$ cat src/ccg_pkg.sv
// Package: register map, field layout and types of the CPU clock generator
package ccg_pkg;
   // Register indices as printed; byte address is four times the index
   localparam logic [15:0] CCG_MULT_IDX   = 16'hff6c;
   localparam logic [15:0] CCG_SEL_IDX    = 16'hfffb;
   localparam logic [15:0] CCG_STAT_IDX   = 16'hff00;
   localparam int          CCG_AW         = 18;
   localparam logic [7:0]  CCG_SEL_RST    = 8'h02;
   localparam logic [7:0]  CCG_MULT_RST   = 8'h00;
   // Divider field codes
   localparam logic [1:0]  CCG_DIV1       = 2'h0;
   localparam logic [1:0]  CCG_DIV2       = 2'h1;
   localparam logic [1:0]  CCG_DIV4       = 2'h2;
   localparam logic [1:0]  CCG_DIV_BAD    = 2'h3;
   // Field positions
   localparam int          CCG_SEL_LO_POS = 0;
   localparam int          CCG_SEL_HI_POS = 1;
   localparam int          CCG_MULT_POS   = 0;
   // Stabilisation wait exponent, in oscillator cycles
   localparam int          CCG_STAB_EXP   = 15;
   // Worst switch latency in fx cycles for this design
   localparam logic [2:0]  CCG_SW_MAX     = 3'h4;
   localparam logic [1:0]  CCG_RESP_OK    = 2'h0;
   localparam logic [1:0]  CCG_RESP_SLV   = 2'h2;
   localparam int          CCG_PRE_W      = 8;

   typedef struct packed {
      logic                awvalid;
      logic [CCG_AW-1:0]   awaddr;
      logic                wvalid;
      logic [31:0]         wdata;
      logic [3:0]          wstrb;
      logic                bready;
      logic                arvalid;
      logic [CCG_AW-1:0]   araddr;
      logic                rready;
   } ccg_axi_req_t;

   typedef struct packed {
      logic                awready;
      logic                wready;
      logic                bvalid;
      logic [1:0]          bresp;
      logic                arready;
      logic                rvalid;
      logic [31:0]         rdata;
      logic [1:0]          rresp;
   } ccg_axi_rsp_t;

   // Clock enables handed to the rest of the chip
   typedef struct packed {
      logic                osc_run;
      logic                cpu_run;
      logic                cpu_clk_en;
      logic                instr_tick;
      logic                mult_clk_en;
      logic [3:0]          periph_clk_en;
   } ccg_clk_t;

   typedef enum logic [4:0] {
      CCG_S_OFF   = 5'b00001,
      CCG_S_STAB  = 5'b00010,
      CCG_S_RUN   = 5'b00100,
      CCG_S_PAUSE = 5'b01000,
      CCG_S_STOP  = 5'b10000
   } ccg_state_t;
endpackage

$ cat src/ccg_top.sv
// CPU clock generator: dividers, standby modes, AXI4-Lite registers
`timescale 1ns/1ps
module ccg_top
   import ccg_pkg::*;
#(
   parameter int STAB_CYCLES = 1 << CCG_STAB_EXP
)(
   input  wire logic         aclk,
   input  wire logic         aresetn,
   input  wire logic         ce,
   input  wire logic         stop_req,
   input  wire logic         pause_req,
   input  wire logic         wake_pin,
   input  wire ccg_axi_req_t axi_req,
   output      ccg_axi_rsp_t axi_rsp,
   output      ccg_clk_t     clk_out
);

   ////////////////////////////////////////////////////////////////////////
   // Helpers

   function automatic logic tick_of(input logic [1:0] sel,
                                    input logic [1:0] cnt);
      case (sel)
         CCG_DIV1: tick_of = 1'b1;
         CCG_DIV2: tick_of = cnt[0];
         CCG_DIV4: tick_of = (cnt == 2'h3);
         default:  tick_of = 1'b0;
      endcase
   endfunction

   function automatic logic [15:0] idx_of(input logic [CCG_AW-1:0] a);
      idx_of = a[17:2];
   endfunction

   ////////////////////////////////////////////////////////////////////////
   // Wake pin synchroniser

   logic wake_s1_ff;
   logic wake_s2_ff;

   // First stage feeds only the second stage
   always_ff @(posedge aclk) begin
      if (!aresetn) begin
         wake_s1_ff <= 1'b0;
         wake_s2_ff <= 1'b0;
      end else if (ce) begin
         wake_s1_ff <= wake_pin;
         wake_s2_ff <= wake_s1_ff;
      end
   end

   ////////////////////////////////////////////////////////////////////////
   // Registers and AXI4-Lite slave

   logic [1:0]   div_sel_ff, nxt_div_sel;
   logic         mult_en_ff, nxt_mult_en;
   logic         aw_have_ff, nxt_aw_have;
   logic         w_have_ff,  nxt_w_have;
   logic [15:0]  aw_idx_ff,  nxt_aw_idx;
   logic [31:0]  wdat_ff,    nxt_wdat;
   logic         wlane_ff,   nxt_wlane;
   ccg_axi_rsp_t rsp_ff,     nxt_rsp;
   logic [1:0]   act_sel_ff;
   logic         sw_busy;
   ccg_state_t   st_ff;
   logic         osc_run_ff;

   // Address and data may arrive in either order; answer once both held
   always_comb begin
      nxt_div_sel  = div_sel_ff;
      nxt_mult_en  = mult_en_ff;
      nxt_aw_have  = aw_have_ff;
      nxt_w_have   = w_have_ff;
      nxt_aw_idx   = aw_idx_ff;
      nxt_wdat     = wdat_ff;
      nxt_wlane    = wlane_ff;
      nxt_rsp      = rsp_ff;
      if (rsp_ff.awready && axi_req.awvalid) begin
         nxt_aw_have = 1'b1;
         nxt_aw_idx  = idx_of(axi_req.awaddr);
      end
      if (rsp_ff.wready && axi_req.wvalid) begin
         nxt_w_have = 1'b1;
         nxt_wdat   = axi_req.wdata;
         nxt_wlane  = axi_req.wstrb[0];
      end
      if (rsp_ff.bvalid && axi_req.bready)
         nxt_rsp.bvalid = 1'b0;
      if (aw_have_ff && w_have_ff && !rsp_ff.bvalid) begin
         nxt_aw_have   = 1'b0;
         nxt_w_have    = 1'b0;
         nxt_rsp.bvalid = 1'b1;
         nxt_rsp.bresp  = CCG_RESP_OK;
         case (aw_idx_ff)
            CCG_SEL_IDX: begin
               // Barred code 11 is dropped; bits 7:2 are not stored
               if (wlane_ff && wdat_ff[1:0] != CCG_DIV_BAD)
                  nxt_div_sel = wdat_ff[1:0];
            end
            CCG_MULT_IDX: begin
               if (wlane_ff)
                  nxt_mult_en = wdat_ff[CCG_MULT_POS];
            end
            CCG_STAT_IDX: ;
            default: nxt_rsp.bresp = CCG_RESP_SLV;
         endcase
      end
      nxt_rsp.awready = !nxt_aw_have && !nxt_rsp.bvalid;
      nxt_rsp.wready  = !nxt_w_have && !nxt_rsp.bvalid;
      // Read: one outstanding, answered the cycle after the address
      if (rsp_ff.rvalid && axi_req.rready)
         nxt_rsp.rvalid = 1'b0;
      if (rsp_ff.arready && axi_req.arvalid) begin
         nxt_rsp.rvalid = 1'b1;
         nxt_rsp.rresp  = CCG_RESP_OK;
         nxt_rsp.rdata  = 32'h0;
         case (idx_of(axi_req.araddr))
            CCG_SEL_IDX:  nxt_rsp.rdata[1:0] = div_sel_ff;
            CCG_MULT_IDX: nxt_rsp.rdata[0]   = mult_en_ff;
            CCG_STAT_IDX: nxt_rsp.rdata[8:0] = {st_ff, osc_run_ff,
                                                sw_busy, act_sel_ff};
            default:      nxt_rsp.rresp      = CCG_RESP_SLV;
         endcase
      end
      nxt_rsp.arready = !nxt_rsp.rvalid;
   end

   // Reset loads slow mode and a stopped multiplier
   always_ff @(posedge aclk) begin
      if (!aresetn) begin
         div_sel_ff <= CCG_SEL_RST[1:0];
         mult_en_ff <= CCG_MULT_RST[0];
         aw_have_ff <= 1'b0;
         w_have_ff  <= 1'b0;
         aw_idx_ff  <= 16'h0;
         wdat_ff    <= 32'h0;
         wlane_ff   <= 1'b0;
         rsp_ff     <= '{awready: 1'b1, wready: 1'b1, arready: 1'b1,
                         default: '0};
      end else if (ce) begin
         div_sel_ff <= nxt_div_sel;
         mult_en_ff <= nxt_mult_en;
         aw_have_ff <= nxt_aw_have;
         w_have_ff  <= nxt_w_have;
         aw_idx_ff  <= nxt_aw_idx;
         wdat_ff    <= nxt_wdat;
         wlane_ff   <= nxt_wlane;
         rsp_ff     <= nxt_rsp;
      end
   end

   assign axi_rsp = rsp_ff;

   ////////////////////////////////////////////////////////////////////////
   // Oscillator and standby state machine

   ccg_state_t        nxt_st;
   logic [CCG_AW:0]   stab_cnt_ff, nxt_stab_cnt;

   always_comb begin
      nxt_st       = st_ff;
      nxt_stab_cnt = stab_cnt_ff;
      case (st_ff)
         CCG_S_OFF: begin
            nxt_st       = CCG_S_STAB;
            nxt_stab_cnt = (CCG_AW+1)'(STAB_CYCLES - 1);
         end
         CCG_S_STAB: begin
            if (stab_cnt_ff == '0)
               nxt_st = CCG_S_RUN;
            else
               nxt_stab_cnt = stab_cnt_ff - 1'b1;
         end
         CCG_S_RUN: begin
            if (stop_req)
               nxt_st = CCG_S_STOP;
            else if (pause_req)
               nxt_st = CCG_S_PAUSE;
         end
         CCG_S_PAUSE: begin
            if (wake_s2_ff)
               nxt_st = CCG_S_RUN;
         end
         CCG_S_STOP: begin
            // Restarted crystal needs the same settling time
            if (wake_s2_ff) begin
               nxt_st       = CCG_S_STAB;
               nxt_stab_cnt = (CCG_AW+1)'(STAB_CYCLES - 1);
            end
         end
         default: nxt_st = CCG_S_OFF;
      endcase
   end

   // Oscillator held off throughout reset
   always_ff @(posedge aclk) begin
      if (!aresetn) begin
         st_ff       <= CCG_S_OFF;
         stab_cnt_ff <= '0;
      end else if (ce) begin
         st_ff       <= nxt_st;
         stab_cnt_ff <= nxt_stab_cnt;
      end
   end

   ////////////////////////////////////////////////////////////////////////
   // Dividers, switch point and clock enables

   logic [CCG_PRE_W-1:0] pre_ff, nxt_pre;
   logic [1:0]           nxt_act_sel;
   logic                 instr_ph_ff, nxt_instr_ph;
   logic                 nxt_osc_run;
   logic                 sw_pt;
   logic                 old_tick;
   ccg_clk_t             clk_ff, nxt_clk;

   assign sw_busy  = (act_sel_ff != div_sel_ff);
   // All three ratios end a period together when the low bits are 11
   assign sw_pt    = osc_run_ff && (pre_ff[1:0] == 2'h3);
   assign old_tick = tick_of(act_sel_ff, pre_ff[1:0]);

   always_comb begin
      nxt_osc_run  = (nxt_st != CCG_S_OFF) && (nxt_st != CCG_S_STOP);
      nxt_pre      = osc_run_ff ? pre_ff + 1'b1 : pre_ff;
      nxt_act_sel  = sw_busy && sw_pt ? div_sel_ff : act_sel_ff;
      nxt_instr_ph = instr_ph_ff;
      nxt_clk      = '0;
      nxt_clk.osc_run = osc_run_ff;
      nxt_clk.cpu_run = (st_ff == CCG_S_RUN);
      if (st_ff == CCG_S_RUN && osc_run_ff && old_tick) begin
         nxt_clk.cpu_clk_en = 1'b1;
         nxt_clk.instr_tick = instr_ph_ff;
         nxt_instr_ph       = !instr_ph_ff;
      end
      nxt_clk.mult_clk_en = osc_run_ff && mult_en_ff;
      if (osc_run_ff) begin
         nxt_clk.periph_clk_en[0] = &pre_ff[0:0];
         nxt_clk.periph_clk_en[1] = &pre_ff[1:0];
         nxt_clk.periph_clk_en[2] = &pre_ff[3:0];
         nxt_clk.periph_clk_en[3] = &pre_ff[7:0];
      end
   end

   always_ff @(posedge aclk) begin
      if (!aresetn) begin
         osc_run_ff  <= 1'b0;
         pre_ff      <= '0;
         act_sel_ff  <= CCG_SEL_RST[1:0];
         instr_ph_ff <= 1'b0;
         clk_ff      <= '0;
      end else if (ce) begin
         osc_run_ff  <= nxt_osc_run;
         pre_ff      <= nxt_pre;
         act_sel_ff  <= nxt_act_sel;
         instr_ph_ff <= nxt_instr_ph;
         clk_ff      <= nxt_clk;
      end
   end

   assign clk_out = clk_ff;

   ////////////////////////////////////////////////////////////////////////
   // Checks; ce low freezes the block, so checks pause with it

   logic [2:0] pend_cnt_ff;
   logic [CCG_AW:0] stab_len_ff;

   // Counts settling cycles apart from the down counter it checks
   always_ff @(posedge aclk) begin
      if (!aresetn)
         stab_len_ff <= '0;
      else if (ce)
         stab_len_ff <= (st_ff == CCG_S_STAB) ? stab_len_ff + 1'b1 : '0;
   end

   // Counts running fx cycles spent with a switch outstanding
   always_ff @(posedge aclk) begin
      if (!aresetn || !sw_busy)
         pend_cnt_ff <= 3'h0;
      else if (ce && osc_run_ff && pend_cnt_ff != 3'h7)
         pend_cnt_ff <= pend_cnt_ff + 3'h1;
   end

   reset_values_a: assert property (@(posedge aclk)
      disable iff (!ce)
      !aresetn |=> (div_sel_ff == CCG_SEL_RST[1:0] && !mult_en_ff))
      else $error("divider or multiplier wrong after reset");

   osc_in_reset_a: assert property (@(posedge aclk)
      disable iff (!ce)
      !aresetn |=> !osc_run_ff && !clk_ff.cpu_clk_en)
      else $error("oscillator running during reset");

   stop_osc_a: assert property (@(posedge aclk)
      disable iff (!aresetn || !ce)
      (st_ff == CCG_S_RUN && stop_req) |=> ##1 !osc_run_ff)
      else $error("stop did not halt oscillator");

   stab_wait_a: assert property (@(posedge aclk)
      disable iff (!aresetn || !ce)
      (st_ff == CCG_S_RUN && stab_len_ff != '0) |-> stab_len_ff >= STAB_CYCLES)
      else $error("CPU started before stabilisation");

   div4_gap_a: assert property (@(posedge aclk)
      disable iff (!aresetn || !ce)
      (clk_ff.cpu_clk_en && act_sel_ff == CCG_DIV4)
         |=> !clk_ff.cpu_clk_en [*2])
      else $error("quarter clock ticked too often");

   instr_two_a: assert property (@(posedge aclk)
      disable iff (!aresetn || !ce)
      clk_ff.instr_tick |-> clk_ff.cpu_clk_en ##1 !clk_ff.instr_tick)
      else $error("instruction tick not every two clocks");

   mult_gate_a: assert property (@(posedge aclk)
      disable iff (!aresetn || !ce)
      !mult_en_ff |=> !clk_ff.mult_clk_en)
      else $error("doubled clock with multiplier off");

   periph_stop_a: assert property (@(posedge aclk)
      disable iff (!aresetn || !ce)
      !osc_run_ff |=> clk_ff.periph_clk_en == 4'h0)
      else $error("peripheral clock without oscillator");

   switch_late_a: assert property (@(posedge aclk)
      disable iff (!aresetn || !ce)
      pend_cnt_ff <= CCG_SW_MAX)
      else $error("clock switch took too long");

   switch_edge_a: assert property (@(posedge aclk)
      disable iff (!aresetn || !ce)
      (act_sel_ff != $past(act_sel_ff)) |-> $past(pre_ff[1:0]) == 2'h3)
      else $error("clock switched off a period boundary");

   pause_gate_a: assert property (@(posedge aclk)
      disable iff (!aresetn || !ce)
      (st_ff == CCG_S_PAUSE) [*2] |-> !clk_ff.cpu_clk_en && osc_run_ff)
      else $error("CPU clock ran in pause");

endmodule

$ cat config.mk
export PLATFORM = sky130hd
export DESIGN_NAME = ccg_top
export DESIGN_NICKNAME = d
export VERILOG_FILES = /design/src/ccg_pkg.sv /design/src/ccg_top.sv
export SDC_FILE = /design/constraint.sdc
export NUM_CORES = 1
export LEC_CHECK = 0
export BUFFER_PORTS_ARGS = -buffer_cell sky130_fd_sc_hd__clkbuf_2
export CAP_MARGIN = 5
export CORE_MARGIN = 2
export CORE_UTILIZATION = 51
export CTS_BUF_LIST = sky130_fd_sc_hd__clkbuf_4 sky130_fd_sc_hd__clkbuf_8 sky130_fd_sc_hd__clkbuf_16
export DETAILED_ROUTE_END_ITERATION = 16
export GPL_TIMING_DRIVEN = 0
export PLACE_DENSITY = 0.88
export SLEW_MARGIN = 30
export SYNTH_ARGS = -nofsm -noshare
export SYNTH_HDL_FRONTEND = slang
export SYNTH_SLANG_ARGS = --single-unit
$ cat constraint.sdc
create_clock -name aclk -period 3.3 [get_ports aclk]
set_input_delay 0.165 -clock aclk [delete_from_list [all_inputs] [get_ports aclk]]
set_output_delay 0.165 -clock aclk [all_outputs]
set_load 0.1 [all_outputs]
==> results of run 1 <==
[routing by layer]
metal	track usage	vias up	wire [um]
li1	-	1952	-
met1	0.282	1852	4120
met2	0.392	172	5100
met3	0.0377	25	689
met4	0.106	0	264
met5	0	-	0
[cell usage after synthesis, drive strengths merged, types with 7 or more instances]
cell type  instances
dfxtp             87
nand2             72
a21oi             46
nor2              39
buf               30
clkbuf            27
nand3             20
o31a              20
nor3              16
nor4              14
mux2i             13
inv               11
or3                9
nand4              8
o21ai              8
nor3b              7
[cell families (layout without fill, tap and decap cells)]
logic type	Yosys count	after routing	synth area share
xor+xnor	11	11	0.0233
buf+inv	68	154	0.0874
fa+ha+maj	2	2	0.00605
compound gates	106	106	0.170
simple gates	213	213	0.257
other cells	1	25	0.000906
mux	14	14	0.0342
flops	87	87	0.421
[layout make-up]
cell class                 instances  area (um2)
fill                             697        2900
inverter                          11        41.3
clock inverter                     3        42.5
timing repair buffer              70         350
multi-input combinational        371        2120
tap                              102         128
sequential                        87        1740
buffer                            57         320
clock buffer                      13         160
[through the flow]
step	area [um2]	std cells	worst slack [ns]	utilization	power (W)
6_report	4910	714	0.336	0.629	0.00244
5_1_grt	4910	714	0.111	0.629	0.00253
4_1_cts	4910	714	0.342	0.629	0.00243
3_5_place_dp	4710	698	0.369	0.603	0.00169
3_3_place_gp	4710	698	0.379	0.603	0.00167
2_1_floorplan	4230	526	0.674	-	0.00158
[final timing paths]
| kind | startpoint | endpoint | slack (ns) | depth (start not counted) |
|---|---|---|---|---|
| max reg2reg | stab_cnt_ff[0] | stab_cnt_ff[4] | 0.34 | 10 |
| min reg2reg | stab_cnt_ff[18] | stab_cnt_ff[18] | 0.43 | 2 |
| max | stab_cnt_ff[0] | stab_cnt_ff[4] | 0.34 | 10 |
| min | axi_req[63] | aw_idx_ff[3] | 0.02 | 3 |
[flip-flops by register name, indices dropped and copies added (netlist names)]
signal and count:
wlane_ff 1, axi_rsp 16, wdat_ff 2, st_ff 5, aw_idx_ff 16, wake_s2_ff 1, act_sel_ff 2, osc_run_ff 1
instr_ph_ff 1, stab_cnt_ff 19, w_have_ff 1, pre_ff 8, clk_out 9, mult_en_ff 1, div_sel_ff 2, aw_have_ff 1
wake_s1_ff 1
[critical path, cell delays in order (launching register included)]
cell and delay, ns:
dfxtp_1 0.34, inv_1 0.06, ha_1 0.19, or4b_2 0.59
clkbuf_1 0.20, nor4b_1 0.50, a21o_1 0.23, buf_4 0.18
buf_4 0.20, nor2_1 0.08, o31a_1 0.29
[power groups by stage]
stage	logic [W]	registers [W]	clock network, W
floorplan	0.000379	0.00120	0
global placement	0.000507	0.00117	0
detailed placement	0.000523	0.00117	0
CTS	0.000526	0.00114	0.000762
global route	0.000565	0.00115	0.000812
finish	0.000530	0.00115	0.000762
==> flow_metrics.py, run 1 <==
metrics = {
    "floorplanning": {
        "ios": 133,
        "die-area_mm2": 0.00885,
        "coreArea_mm2": 0.00781,
        "start_util": 0.530,
        "core.rowCount": 32,
        "chipWidth_um": 94.1,
        "die_h_um": 94.1,
    },
    "clocking": {
        "hold_buffers": 0,
        "htree_levels": 3,
        "cts_resized": 0,
        "clk_latency_ns": 0.36,
        "clk_path_buf_depth": 2,
        "numCtsBuffers": 9,
        "cts_tree": "yes",
        "clkSinkCount": 87,
        "post_cts_buffers": 0,
        "cts-root-buf": "clkbuf_8",
        "clk_pin_slew_ns": 0.08,
    },
    "worst_setup_path": {
        "cp-start-kind": "flip-flop",
        "cp_max_fo": 10,
        "end_kind": "flip-flop",
        "worstPathArrival_ns": 3.22,
        "required_ns": 3.55,
        "worstSetupPathType": "reg -> reg",
    },
    "global_routing": {
        "gr-total-overflow": 0,
        "grt_pass1_vias": 3669,
        "grt_pass1_wl_mm": 16.2,
        "grt_start_max_net_pins": 14,
        "antenna_found_initial": 0,
        "groute.usage.overall": 0.230,
    },
    "sta": {
        "worst_pin_slew_ns": 0.625,
        "fmax_ghz": 0.337,
        "period_share": 0.898,
        "hold_slack_ns": 0.0242,
        "finalHoldViolCount": 0,
        "slew_headroom": 0.583,
        "fin_worst_skew_ns": 0.00626,
        "period_minus_slack_ns": 2.96,
        "finalSetupViolCount": 0,
        "drv_slew": 0,
        "setup_tns_ns": 0,
        "rsz0062_at_grt": "no",
    },
    "power": {
        "leakage_nw": 2.01,
        "intPower_w": 0.00165,
        "ir_drop_v": 0.000318,
        "combinationalPowerShare": 0.217,
        "clock_power_share": 0.312,
        "p_sw_frac": 0.321,
        "power.switching_w": 0.000783,
        "p_per_area_mw_per_mm2": 497,
        "seqPwrFrac": 0.470,
    },
    "placed_design": {
        "gp_routability_congestion": 0.869,
        "place.detailed.hpwl_mm": 7.46,
        "io_buffers": 70,
    },
    "finish": {
        "syn2layout_area_growth_pct": 18.6,
        "final_cell_mix": "dfxtp_1 (87), nand2_1 (72), clkbuf_2 (71)",
        "drive_gt1_frac": 0.221,
        "nets": 692,
        "diodes": 0,
        "final_common_cell": "dfxtp_1",
    },
    "synthesis": {
        "synth_top_area_cell": "dfxtp_1",
        "ys_warn_count": 0,
        "syn_area_mm2": 0.00414,
        "synth.distinct_cells": 57,
        "netlist.area_leader.share": 0.421,
        "yosysSeqAreaShare": 0.421,
        "syn_inst": 502,
        "yosys-top-cells-area": "dfxtp_1 (42%), nand2_1 (6.5%), a21oi_1 (5.6%), buf_4 (4.9%), o31a_1 (3.6%)",
        "postSynth.asyncResetShare": 0,
        "synthFlopType": "dfxtp_1",
        "yosys_register_bits": 87,
        "avgSynthCellArea_um2": 8.24,
        "synth_edf_count": 0,
    },
    "run_status": {
        "status": "finished, final reports clean",
    },
    "hold_path": {
        "hp-class": "in -> reg",
    },
    "job": {
        "max_cap_violations": 0,
    },
    "route": {
        "wire_per_inst_um": 14.2,
        "drtIter0Drc": 295,
        "dr.pass1.iters": 5,
        "drc": 0,
        "num_vias": 4001,
        "postRouteAntennaNets": 0,
        "via_per_inst": 5.60,
        "postRouteWirelength_mm": 10.2,
    },
}
(Power assumes the default switching activity.)
==> run 2: changes to the inputs <==
--- a/config.mk
+++ b/config.mk
@@ -7,12 +7,13 @@
 export LEC_CHECK = 0
 export BUFFER_PORTS_ARGS = -buffer_cell sky130_fd_sc_hd__clkbuf_2
 export CAP_MARGIN = 5
-export CORE_MARGIN = 2
+export CORE_MARGIN = 4
 export CORE_UTILIZATION = 51
 export CTS_BUF_LIST = sky130_fd_sc_hd__clkbuf_4 sky130_fd_sc_hd__clkbuf_8 sky130_fd_sc_hd__clkbuf_16
 export DETAILED_ROUTE_END_ITERATION = 16
 export GPL_TIMING_DRIVEN = 0
 export PLACE_DENSITY = 0.88
+export RECOVER_POWER = 100
 export SLEW_MARGIN = 30
 export SYNTH_ARGS = -nofsm -noshare
 export SYNTH_HDL_FRONTEND = slang
==> flow_metrics.py, run 2 (synthesized netlist as in run 1, its figures left out) <==
metrics = {
    "clocking": {
        "clk_latency_ns": 0.36,
        "htree_levels": 3,
        "cts-root-buf": "clkbuf_8",
        "numCtsBuffers": 9,
        "clk_path_buf_depth": 2,
        "clkSinkCount": 87,
        "hold_buffers": 0,
        "cts_tree": "yes",
        "post_cts_buffers": 0,
        "cts_resized": 0,
        "clk_pin_slew_ns": 0.09,
    },
    "placed_design": {
        "gp_routability_congestion": 0.827,
        "dp_slack_ns": 0.312,
        "io_buffers": 70,
        "place.detailed.hpwl_mm": 7.72,
    },
    "global_routing": {
        "gr-total-overflow": 0,
        "grt_start_max_net_pins": 15,
        "grt_pass1_vias": 3737,
        "groute.usage.overall": 0.213,
        "grt_pass1_wl_mm": 17.2,
        "antenna_found_initial": 0,
    },
    "run_status": {
        "status": "finished, final reports clean",
    },
    "sta": {
        "fmax_ghz": 0.324,
        "finalSetupViolCount": 0,
        "fin_worst_skew_ns": 0.0105,
        "slew_headroom": 0.198,
        "rsz0062_at_grt": "no",
        "finalHoldViolCount": 0,
        "worst_slack_ns": 0.211,
        "period_minus_slack_ns": 3.09,
        "period_share": 0.936,
        "hold_slack_ns": 0.0179,
        "worst_pin_slew_ns": 1.21,
        "drv_slew": 0,
        "setup_tns_ns": 0,
    },
    "route": {
        "wl_met2_mm": 5.15,
        "drtIter0Drc": 296,
        "m1WireLength_mm": 4.45,
        "highest_layer": "met4",
        "num_vias": 4009,
        "postRouteWirelength_mm": 10.5,
        "via_per_inst": 5.61,
        "met3_length_um": 589,
        "drc": 0,
        "wire_per_inst_um": 14.7,
        "postRouteAntennaNets": 0,
        "dr.pass1.iters": 5,
    },
    "floorplanning": {
        "die-area_mm2": 0.00962,
        "ios": 133,
        "die_h_um": 98.1,
        "core.rowCount": 32,
        "chipWidth_um": 98.1,
        "start_util": 0.530,
        "coreArea_mm2": 0.00781,
    },
    "job": {
        "max_cap_violations": 0,
    },
    "worst_setup_path": {
        "cp_common_cell": "clkbuf_1",
        "worstSetupPathType": "reg -> reg",
        "crit_family": "simple AND/OR/NAND/NOR gates",
        "cp-start-kind": "flip-flop",
        "cp_num_buf_inv": 3,
        "required_ns": 3.55,
        "worstPathCellList": "inv_1, ha_1, or4b_2, clkbuf_1, nor4b_1, a21o_1, clkbuf_1, nor4_1, o31a_1",
        "worstPathArrival_ns": 3.34,
        "cp_max_fo": 10,
        "end_kind": "flip-flop",
        "cpPeakStageDelay_ns": 0.59,
        "crit_slowest_cell": "or4b_2",
    },
    "finish": {
        "largest_register": "stab_cnt_ff",
        "largest_register_ffs": 19,
        "diodes": 0,
        "num-fill-cells": 685,
        "syn2layout_area_growth_pct": 18.6,
        "drive_gt1_frac": 0.175,
        "multi_input_area_mm2": 0.00212,
        "final_common_cell": "dfxtp_1",
        "regArea_mm2": 0.00174,
        "nets": 692,
        "final_cell_mix": "dfxtp_1 (87), nand2_1 (72), clkbuf_1 (54)",
    },
    "power": {
        "p_sw_frac": 0.316,
        "leakage_nw": 1.93,
        "p_per_area_mw_per_mm2": 517,
        "clock_power_share": 0.340,
        "ir_drop_v": 0.000345,
        "intPower_w": 0.00174,
        "seqPwrFrac": 0.452,
        "combinationalPowerShare": 0.208,
        "power.switching_w": 0.000802,
        "power.total_w": 0.00254,
    },
    "hold_path": {
        "hp-class": "in -> reg",
    },
}
## run 2: area by class of cell
class	instances	share of cell area
plain buffers	57	0.0650
clock buffers	12	0.0324
clock inverters	4	0.0156
inverters	11	0.00842
multi-input cells	371	0.433
flip-flops and latches	87	0.355
well taps	102	0.0260
repair buffers	70	0.0645
## run 2: worst paths after layout
check	startpoint	slack [ns]	cells after the start	to
worst min register to register	stab_cnt_ff[18]	0.45	2	stab_cnt_ff[18]
worst max-delay path	stab_cnt_ff[0]	0.21	9	stab_cnt_ff[12]
worst max register to register	stab_cnt_ff[0]	0.21	9	stab_cnt_ff[12]
worst min-delay path	axi_req[63]	0.02	3	aw_idx_ff[3]
## run 2: power groups by stage
stage          Sequential (W)  Clock, W  Combinational, W
2_1_floorplan         0.00120         0          0.000379
3_3_place_gp          0.00117         0          0.000508
3_5_place_dp          0.00117         0          0.000521
4_1_cts               0.00115  0.000869          0.000526
5_1_grt               0.00115  0.000905          0.000568
6_report              0.00115  0.000863          0.000528
## run 2: tightest hold or removal path, cell delays in order
cell and delay (ns):
clkbuf_2 0.08, nand2_1 0.04, a21oi_1 0.05
## run 2: per-layer routing
metal,up-vias,GRT usage
met1,1859,0.266
met4,0,0.104
met3,30,0.0279
li1,1956,-
met2,164,0.363
met5,-,0
## run 2: through the flow
step	util	cells	area [um2]
6_report	0.628	714	4910
3_5_place_dp	0.603	698	4710
3_3_place_gp	0.603	698	4710
2_1_floorplan	-	526	4230
5_1_grt	0.628	714	4910
4_1_cts	0.633	714	4940
